<file path="src/rtl/sacp_regs.vh">
// Purpose: Shared constants of the serial conversion port
// Assumes: Core clock of 20 MHz
// Notes: Times are in ns, cycle counts derive from them
`ifndef SACP_REGS_VH
`define SACP_REGS_VH

// Core clock period
`define SACP_CLK_PERIOD_NS 50

// Word widths
`define SACP_RES_W 16
`define SACP_CFG_W 14
`define SACP_FRAME_W 30

// Configuration reset value and readback-suppress position
`define SACP_CFG_RESET 14'h3FFF
`define SACP_CFG_RB_BIT 0

// Conversion time, rounded up to whole cycles
`define SACP_CONV_TIME_NS 1000
`define SACP_CONV_CYC ((`SACP_CONV_TIME_NS + `SACP_CLK_PERIOD_NS - 1) / `SACP_CLK_PERIOD_NS)

// Safe data window into a conversion, rounded down
`define SACP_DATA_TIME_NS 600
`define SACP_DATA_CYC (`SACP_DATA_TIME_NS / `SACP_CLK_PERIOD_NS)

// Falling clock edges until the output is released
`define SACP_NOBUSY_FALLS 5'h10
`define SACP_NOBUSY_RB_FALLS 5'h1E
`define SACP_BUSY_FALLS 5'h11
`define SACP_BUSY_RB_FALLS 5'h1F

`endif

</file>
<file path="src/rtl/sacp_conv_port.v">
// Purpose: Conversion control and serial data port of a SAR converter
// Assumes: Host drives convert_start, serial clock and serial_in_line
// Notes: Result word comes from the converter core at end of conversion
// How it works
// - Convert-start rising starts conversion, releases output, ignores serial input.
// - A started conversion always runs to its end.
// - Convert-start high at end selects no-busy mode, low selects busy.
// - No-busy: convert-start falling after end drives result MSB.
// - Configuration write and result read may share one access.
// - First 14 rising clock edges sample a new configuration word.
// - No-busy: first 15 falling edges shift bits from MSB-1 downward.
// - Busy: first 16 falling edges shift the result from MSB.
// - Partial configuration words are dropped at end of conversion.
// - Unread result is lost at next end; new MSB presented.
// - Output bits stay stable across both serial clock edges.
// - No-busy: release at 16th or 30th fall, or convert-start rise.
// - Readback sends configuration MSB first after result LSB.
// - Busy with readback releases after 31 falling edges.
// - Busy: output goes low at end of conversion as busy edge.
// - Busy: release at 17th or 31st fall, or convert-start rise.
// - Readback-suppress bit zero enables readback, one suppresses it.
`timescale 1ns/100ps
`default_nettype none
`include "sacp_regs.vh"

module sacp_conv_port #(
  parameter RES_W = `SACP_RES_W,
  parameter CFG_W = `SACP_CFG_W,
  parameter CONV_CYCLES = `SACP_CONV_CYC,
  parameter DATA_CYCLES = `SACP_DATA_CYC
) (
  // Clock and reset
  input wire ref_clk,
  input wire rst,
  // Host pins
  input wire convertStart,
  input wire serialClk,
  input wire serialInLine,
  output reg serialOutLineO,
  output reg serialOutLineOe,
  // Converter core side
  input wire [RES_W-1:0] resultIn,
  output reg convBusy,
  output reg [CFG_W-1:0] cfgWord
);

  // Output states
  localparam [1:0] ST_IDLE = 2'b00;
  localparam [1:0] ST_ARMED = 2'b01;
  localparam [1:0] ST_SHIFT = 2'b10;

  localparam integer FRAME_W = `SACP_FRAME_W;
  localparam [7:0] CONV_LAST = CONV_CYCLES[7:0] - 8'h01;
  localparam [7:0] DATA_LAST = DATA_CYCLES[7:0];
  localparam [3:0] CFG_LAST = CFG_W[3:0] - 4'h1;
  localparam [3:0] CFG_FULL = CFG_W[3:0];
  localparam [4:0] FRAME_TOP = FRAME_W[4:0] - 5'h01;

  // Synchronised pins and previous levels
  wire [2:0] pinSync;
  wire cnvS;
  wire sckS;
  wire sdiS;
  reg cnvPrevQ;
  reg sckPrevQ;

  // Conversion timing
  reg [7:0] convCntQ;
  wire eoc;
  wire windowOpen;

  // Configuration input
  reg [CFG_W-1:0] cfgShQ;
  reg [3:0] cfgCntQ;
  wire sdiAccept;

  // Output framing
  reg [1:0] stateQ;
  reg [1:0] stateD;
  reg [`SACP_FRAME_W-1:0] frameQ;
  reg modeBusyQ;
  reg readbackQ;
  reg [4:0] fallsQ;
  reg [4:0] fallsD;
  reg sdoD;
  reg oeD;
  reg [4:0] totalFalls;
  reg [4:0] posNext;
  reg [4:0] bitIdx;

  wire cnvRise;
  wire cnvFall;
  wire sckRise;
  wire sckFall;

  // Pin synchroniser for convert, clock and data
  sacp_sync #(
    .WIDTH(3)
  ) uSync (
    .refClk(ref_clk),
    .rst(rst),
    .asyncIn({convertStart, serialClk, serialInLine}),
    .syncOut(pinSync)
  );

  assign cnvS = pinSync[2];
  assign sckS = pinSync[1];
  assign sdiS = pinSync[0];

  // Edge detection on synchronised levels
  always @(posedge ref_clk)
  begin
    if (rst)
    begin
      cnvPrevQ <= 1'b0;
      sckPrevQ <= 1'b0;
    end
    else
    begin
      cnvPrevQ <= cnvS;
      sckPrevQ <= sckS;
    end
  end

  assign cnvRise = cnvS & ~cnvPrevQ;
  assign cnvFall = ~cnvS & cnvPrevQ;
  assign sckRise = sckS & ~sckPrevQ;
  assign sckFall = ~sckS & sckPrevQ;

  // End of conversion and safe data window
  assign eoc = convBusy && (convCntQ == CONV_LAST);
  assign windowOpen = ~convBusy || (convCntQ < DATA_LAST);

  // Conversion timer; level of convert-start ignored while busy
  always @(posedge ref_clk)
  begin
    if (rst)
    begin
      convBusy <= 1'b0;
      convCntQ <= 8'h00;
    end
    else if (convBusy)
    begin
      if (eoc)
      begin
        convBusy <= 1'b0;
      end
      convCntQ <= convCntQ + 8'h01;
    end
    else if (cnvRise)
    begin
      convBusy <= 1'b1;
      convCntQ <= 8'h00;
    end
  end

  // Serial input taken only while convert-start low and window open
  assign sdiAccept = ~cnvS & windowOpen;

  // Configuration shift-in on rising clock edges
  always @(posedge ref_clk)
  begin
    if (rst)
    begin
      cfgShQ <= {CFG_W{1'b0}};
      cfgCntQ <= 4'h0;
      cfgWord <= `SACP_CFG_RESET;
    end
    else if (eoc)
    begin
      cfgCntQ <= 4'h0;
    end
    else if (sckRise && sdiAccept && (cfgCntQ < CFG_FULL))
    begin
      cfgShQ <= {cfgShQ[CFG_W-2:0], sdiS};
      cfgCntQ <= cfgCntQ + 4'h1;
      if (cfgCntQ == CFG_LAST)
      begin
        cfgWord <= {cfgShQ[CFG_W-2:0], sdiS};
      end
    end
  end

  // Falls needed before release, per mode and readback
  always @*
  begin
    totalFalls = `SACP_NOBUSY_FALLS;
    if (modeBusyQ)
    begin
      totalFalls = readbackQ ? `SACP_BUSY_RB_FALLS : `SACP_BUSY_FALLS;
    end
    else
    begin
      totalFalls = readbackQ ? `SACP_NOBUSY_RB_FALLS : `SACP_NOBUSY_FALLS;
    end
  end

  // Output next state
  always @*
  begin
    stateD = stateQ;
    fallsD = fallsQ;
    sdoD = serialOutLineO;
    oeD = serialOutLineOe;
    posNext = 5'h00;
    bitIdx = 5'h00;
    case (stateQ)
      ST_IDLE:
      begin
        oeD = 1'b0;
      end
      ST_ARMED:
      begin
        if (cnvFall)
        begin
          stateD = ST_SHIFT;
          fallsD = 5'h00;
          sdoD = frameQ[FRAME_TOP];
          oeD = 1'b1;
        end
      end
      ST_SHIFT:
      begin
        if (sckFall)
        begin
          fallsD = fallsQ + 5'h01;
          if (fallsD == totalFalls)
          begin
            stateD = ST_IDLE;
            oeD = 1'b0;
          end
          else
          begin
            // Busy mode lags one bit behind no-busy mode
            posNext = modeBusyQ ? (fallsD - 5'h01) : fallsD;
            bitIdx = FRAME_TOP - posNext;
            sdoD = frameQ[bitIdx];
          end
        end
      end
      default:
      begin
        stateD = ST_IDLE;
        oeD = 1'b0;
      end
    endcase
    // Convert-start rise releases the output
    if (cnvRise)
    begin
      stateD = ST_IDLE;
      oeD = 1'b0;
    end
    // End of conversion reloads the frame and selects mode
    if (eoc)
    begin
      fallsD = 5'h00;
      if (cnvS)
      begin
        stateD = ST_ARMED;
        oeD = 1'b0;
      end
      else
      begin
        stateD = ST_SHIFT;
        sdoD = 1'b0;
        oeD = 1'b1;
      end
    end
  end

  // Output registers; released after reset until first end
  always @(posedge ref_clk)
  begin
    if (rst)
    begin
      stateQ <= ST_IDLE;
      fallsQ <= 5'h00;
      serialOutLineO <= 1'b0;
      serialOutLineOe <= 1'b0;
      frameQ <= {`SACP_FRAME_W{1'b0}};
      modeBusyQ <= 1'b0;
      readbackQ <= 1'b0;
    end
    else
    begin
      stateQ <= stateD;
      fallsQ <= fallsD;
      serialOutLineO <= sdoD;
      serialOutLineOe <= oeD;
      if (eoc)
      begin
        frameQ <= {resultIn, cfgWord};
        modeBusyQ <= ~cnvS;
        readbackQ <= ~cfgWord[`SACP_CFG_RB_BIT];
      end
    end
  end

endmodule

`default_nettype wire

</file>
<file path="src/rtl/sacp_sync.v">
// Purpose: Two-stage synchroniser for pins entering the core clock
// Assumes: Inputs are asynchronous to refClk
// Notes: First stage is read only by the second stage
`timescale 1ns/100ps
`default_nettype none

module sacp_sync #(
  parameter WIDTH = 3
) (
  // Clock and reset
  input wire refClk,
  input wire rst,
  // Asynchronous in, synchronised out
  input wire [WIDTH-1:0] asyncIn,
  output reg [WIDTH-1:0] syncOut
);

  reg [WIDTH-1:0] stage1Q;

  // Two flip-flops in series
  always @(posedge refClk)
  begin
    if (rst)
    begin
      stage1Q <= {WIDTH{1'b0}};
      syncOut <= {WIDTH{1'b0}};
    end
    else
    begin
      stage1Q <= asyncIn;
      syncOut <= stage1Q;
    end
  end

endmodule

`default_nettype wire

</file>
<file path="config.mk">
export PLATFORM = sky130hd
export DESIGN_NAME = sacp_conv_port
export DESIGN_NICKNAME = d
export VERILOG_FILES = /design/src/rtl/sacp_conv_port.v /design/src/rtl/sacp_sync.v
export VERILOG_INCLUDE_DIRS = /design/src /design/src/rtl
export SDC_FILE = /design/constraint.sdc
export NUM_CORES = 1
export LEC_CHECK = 0
export ABC_AREA = 0
export BUFFER_PORTS_ARGS = -buffer_cell sky130_fd_sc_hd__buf_2
export CAP_MARGIN = 20
export CORE_ASPECT_RATIO = 0.6
export CORE_UTILIZATION = 49
export DETAILED_ROUTE_END_ITERATION = 7
export GPL_TIMING_DRIVEN = 0
export MAX_ROUTING_LAYER = met4
export PLACE_DENSITY = 0.75
export SYNTH_ARGS = -nofsm -noshare
export SYNTH_HDL_FRONTEND = slang
export SYNTH_HIERARCHICAL = 1
export SYNTH_SLANG_ARGS = --single-unit
</file>
<file path="constraint.sdc">
create_clock -name ref_clk -period 2.3 [get_ports ref_clk]
set_clock_uncertainty 0.05 [all_clocks]
set_input_delay 0.46 -clock ref_clk [delete_from_list [all_inputs] [get_ports ref_clk]]
set_output_delay 0.46 -clock ref_clk [all_outputs]
set_load 0.05 [all_outputs]
</file>
**Yosys cells after proc, flatten, opt, wreduce, memory -nomap -nowiden**

Cells that the tools add are included.

- Logic and storage cells: 94
- Input port bits: 21
- Register bits: 89
- Output and inout port bits: 17

- $add $sub $neg: 5
- Reduce and logical (&&, ||, !) cells: 13
- Equal/unequal tests: 11
- $lt $le $gt $ge: 3
- Mux-type cells: 34
- Bitwise gates (word level): 12

Operators by type and width:

| operator | number |
|---|---|
| two-way mux 8 bit | 2 |
| two-way mux 1 bit | 15 |
| two-way mux 5 bit | 3 |
| two-way mux 2 bit | 6 |
| two-way mux 4 bit | 3 |
| != test 4 bit (second input constant) | 3 |
| one-hot mux 5 bit (2 select lines) | 1 |
| AND reduction 3 bit | 3 |
| adder 8 x 1 -> 8 bit (second input constant) | 1 |
| == test 8 x 5 -> 1 bit (second input constant) | 1 |
| less-than comparator 8 x 4 -> 1 bit (second input constant) | 1 |
| inverter 1 bit | 7 |
| less-than comparator 5 x 6 -> 1 bit (second input constant) | 1 |
| one-hot mux 2 bit (3 select lines) | 1 |
| adder 5 x 1 -> 5 bit (second input constant) | 1 |
| AND 1 bit | 5 |
| binary-select mux 1 bit (select 5 bit) | 1 |
| == test 5 bit | 1 |
| subtractor 5 x 1 -> 5 bit (second input constant) | 1 |
| subtractor 5 bit (first input constant) | 1 |
| adder 4 x 1 -> 4 bit (second input constant) | 1 |
| == test 4 bit (second input constant) | 1 |
| less-than comparator 4 bit (second input constant) | 1 |
| != test 2 bit (second input constant) | 2 |
| other kinds (11) | 15 |

**Longest topological paths before layout**

- Depth after elaboration: 11
- Depth in mapped cells: 11
- Gate-level depth less buffers: 10

**Modules after synthesis**

The synthesis kept the hierarchy.

Modules (own cells, without submodules):

| module | cells each | instances | area each (um^2) | seq. area each (um^2) |
|---|---|---|---|---|
| sacp_conv_port | 464 | 1 | 4041.4 | 1661.6 |
| sacp_sync | 12 | 1 | 157.7 | 120.1 |

**Worst setup path after synthesis**

OpenSTA, ideal clock, no wires.

- Kind: reg-to-reg
- Start: register fallsQ[0]
- End: register serialOutLineO
- Library setup time: 115 ps
- Required time: 2135 ps
- Cell stages (with the launch flop): 12
- Data arrival time: 2257 ps
- Path slack: -122 ps
- Clock period less this slack: 2422 ps
- Path buffers: 2
- Path through: dfxtp_1 ha_1 buf_2 xnor2_1 ha_1 clkbuf_1 nor2_1 a22oi_1 nand3_1 o21ai_0 mux2i_1 o21a_1

- Longest elaborated chain between the ends: 11
- Elaborated cells between the ends (all ways): 12
- Those cells by class: 3 x add/sub; 1 x eq/ne; 8 x mux

Ends and longest elaborated chain:

| what | RTL line | RTL |
|---|---|---|
| from (decl) | sacp_conv_port.v:83 | `reg [4:0] fallsQ;` |
| from (signal assigned) | sacp_conv_port.v:287 | `fallsQ <= fallsD;` |
| adder 5 x 1 -> 5 bit * | sacp_conv_port.v:226 | `fallsD = fallsQ + 5'h01;` |
| subtractor 5 x 1 -> 5 bit | sacp_conv_port.v:235 | `posNext = modeBusyQ ? (fallsD - 5'h01) : fallsD;` |
| two-way mux 5 bit | sacp_conv_port.v:235 |  |
| subtractor 5 bit | sacp_conv_port.v:236 | `bitIdx = FRAME_TOP - posNext;` |
| binary-select mux 1 bit (select 5 bit) | sacp_conv_port.v:237 | `sdoD = frameQ[bitIdx];` |
| two-way mux 1 bit (not written as such) | sacp_conv_port.v:237 |  |
| two-way mux 1 bit * | sacp_conv_port.v:227 | `if (fallsD == totalFalls)` |
| two-way mux 1 bit * | sacp_conv_port.v:224 | `if (sckFall)` |
| one-hot mux 1 bit (2 select lines) * | sacp_conv_port.v:207 | `case (stateQ)` |
| two-way mux 1 bit | sacp_conv_port.v:257 | `if (cnvS)` |
| two-way mux 1 bit * | sacp_conv_port.v:254 | `if (eoc)` |
| to (signal assigned) | sacp_conv_port.v:288 | `serialOutLineO <= sdoD;` |
| to (decl) | sacp_conv_port.v:39 | `output reg serialOutLineO,` |

Every way passes the cells marked *; elsewhere a longest branch is shown, timed or not. The select of a mux whose other input is x is not followed.
A chain may end at the register's enable or synchronous reset.

**Worst setup path in the final report**

Same ends and word-level chain as after synthesis.

==> out/results.txt <==
wire per inst: 16.5 µm
RSZ-0062 raised after global routing: true
DP Worst Slack: -0.360 ns
Period minus WS final: 2.31 ns
vias in the first global route: 3374
Synth top area share: 42.4%
Final Max Tran Viols: 0
Syn. warnings: 6
initial antenna violation count: 0
worst-margin pin slew: 0.682 ns
Yosys cell types: 48
final hold violations: 0
IO Pins: 38
sequential fraction of the synthesis area: 42.4%
Post-synth top flop: dfxtp_1
DR iter-0 viols: 294
nature of the critical path startpoint: flop
vias per cell: 5.63
routed vias: 3603
Pleak: 1.77 nW
clock-pin slew of the registers on the worst-case setup and hold paths: 0.06 ns
die footprint: 0.00896 mm²
Die Wd: 122 µm
Tot GR Track Use: 26.1%
max_cap viols: 0
DRC errors left: 0
I/O Buffers: 37
Core Rows: 25
die height: 73.7 µm
Post-synth EDFFs: 0
Data required, critical path: 2.49 ns
first-pass GRT wire length: 17100 µm
H-tree depth: 3
DRT antenna net count: 0
asr flop ratio synth: 0%
layout cells sized above 1: 20.7%
worst hold-check path type: input port to flop
Setup-failing EPs final: 1
Max Clk Rate: 0.433 GHz
Peak VDD IR: 0.000551 V
Root Driver: clkbuf_16
first-pass detailed-route iteration total: 4
number of diodes: 0
CP Class: flop to flop
largest net degree at the start of global routing: 16
Num CTS Buffers: 9
Setup crit end kind: flop
CTS tree: yes
Final WS setup: -0.00970 ns
clk_lat worst skew: 0.35 ns
Cells after Synth: 476
DP HPWL: 7230 µm
area leader, netlist: dfxtp_1
clock buffer depth: 2
PD cells: 612 mW/mm²
final wirelength: 10500 µm
Mapped Nets: 505
GPL Wtd Cong: 0.931
Synth area leaders: dfxtp_1, nand2_1, mux4_2, a21oi_1, mux2i_1
Core ar.: 0.00807 mm²
CTS sink count: 89
gr ovfl total: 0
Max transition margin: 54.2%
Post-Synthesis Cell Area: 0.00420 mm²
Layout area overhead: 18.9%
Initial Util: 52.0%
Final #Nets: 556
critical-path maximum fanout: 10
period utilisation layout: 100%
register bit count reported by yosys: 89
WHS: 0.272 ns
outcome: finished with violations
failing checks: setup timing
overall power: 3.05 mW
average size of a mapped cell: 8.82 µm²
Arr. time, crit path: 2.50 ns
==> where the power goes <==
| group | switching, mW | total, mW | internal, mW |
|---|---|---|---|
| Sequential | 0.00862 | 1.56 | 1.55 |
| Combinational | 0.0595 | 0.0935 | 0.0340 |
| Clock | 0.634 | 1.40 | 0.770 |
| Total | 0.702 | 3.05 | 2.35 |
==> stage by stage <==
stage           TNS, ns  utilization, %  cells  area, µm²
2_1_floorplan         0               -    476       4210
3_3_place_gp     -0.324            56.1    621       4530
3_5_place_dp     -0.360            56.1    621       4530
4_1_cts               0            60.8    640       4910
5_1_grt          -0.134            61.9    640       4990
6_report       -0.00970            61.9    640       4990
==> critical path, stage by stage (launching register included) <==
cell and delay (ns):
dfxtp_4 0.36, ha_4 0.25, buf_12 0.15, xnor2_4 0.20, ha_4 0.23, buf_8 0.13, nor2b_1 0.16, nand2_1 0.12
nand3_2 0.09, o21ai_2 0.18, mux2i_1 0.10, o21a_1 0.19
==> state kept, by name (all words and copies together) (netlist names) <==
name	count
convBusy	1
cfgShQ	13
stateQ	2
cfgCntQ	4
serialOutLineO	1
serialOutLineOe	1
convCntQ	8
readbackQ	1
frameQ	30
fallsQ	5
cnvPrevQ	1
uSync/stage1Q	3
modeBusyQ	1
uSync/syncOut	3
cfgWord	14
sckPrevQ	1
==> path summary, 6_finish.rpt <==
path               startpoint               end  slack, ns  depth (start not counted)
max                 fallsQ[0]    serialOutLineO      -0.01                         11
min                 serialClk  uSync/stage1Q[1]       0.27                          2
max reg2reg         fallsQ[0]    serialOutLineO      -0.01                         11
min reg2reg  uSync/stage1Q[1]  uSync/syncOut[1]       0.39                          1
==> repair_timing <==
item | CTS | global route
hold buffers | 0 | 0
resized for setup | 18 | 20
pin swaps | 4 | 5
setup buffers | 3 | 1
endpoints found under the setup margin | 1 | 35
==> cells by family after synthesis <==
| group | count (synthesis) | share of synthesized area [%] |
|---|---|---|
| AOI/OAI and AO/OA | 97 | 14.9 |
| buffers and inverters | 41 | 4.44 |
| and+or+nand+nor | 197 | 21.8 |
| muxes | 31 | 11.0 |
| DFF | 89 | 42.4 |
| adders and majority gates | 8 | 2.38 |
| xor gates and xnor gates | 13 | 3.07 |
==> cell usage after synthesis (all sizes together) (9+ instances only) <==
master   n
dfxtp   89
nand2   82
a211o   14
xnor2    9
nand3   17
nor2    39
clkbuf  19
nor2b   26
mux2i   19
mux4    12
a21oi   48
buf     14
==> cell type report <==
type / instances / area (µm²)
sequential: 89 / 1790
tap: 108 / 135
multi-input combinational: 346 / 2350
clock buffer: 11 / 243
inverter: 8 / 30.0
clock inverter: 5 / 38.8
fill: 684 / 3080
buffer: 32 / 193
timing repair buffer: 41 / 215
==> cell usage in the layout, fill, tap and decap left out, types with 3 or more instances in the layout <==
master	synthesis	layout
a22oi_1	6	3
dfxtp_1	89	87
nor2_1	39	38
buf_4	6	8
nor3_1	6	5
xnor2_2	2	3
a211oi_1	4	4
buf_2	8	43
o211ai_1	3	3
mux2i_1	19	19
nand3_1	16	15
nor2b_1	26	25
xor2_1	4	3
ha_1	8	6
a22oi_2	0	3
o21ai_0	7	6
and3_1	3	3
mux4_2	12	12
or3_1	4	4
nand4_1	3	3
a21oi_1	48	47
clkbuf_2	0	3
a211o_1	14	14
inv_1	7	7
nand2_1	82	81
xnor2_1	7	5
clkbuf_16	0	9
clkbuf_1	19	15
nand2b_1	7	7
==> per-layer routing <==
metal | track usage, % | part of all wire [%]
met5 | - | 0
met4 | 7.00 | 1.0
met3 | 6.44 | 5.6
met2 | 39.2 | 45
met1 | 35.0 | 49
Power figures use the tool's default switching activity.
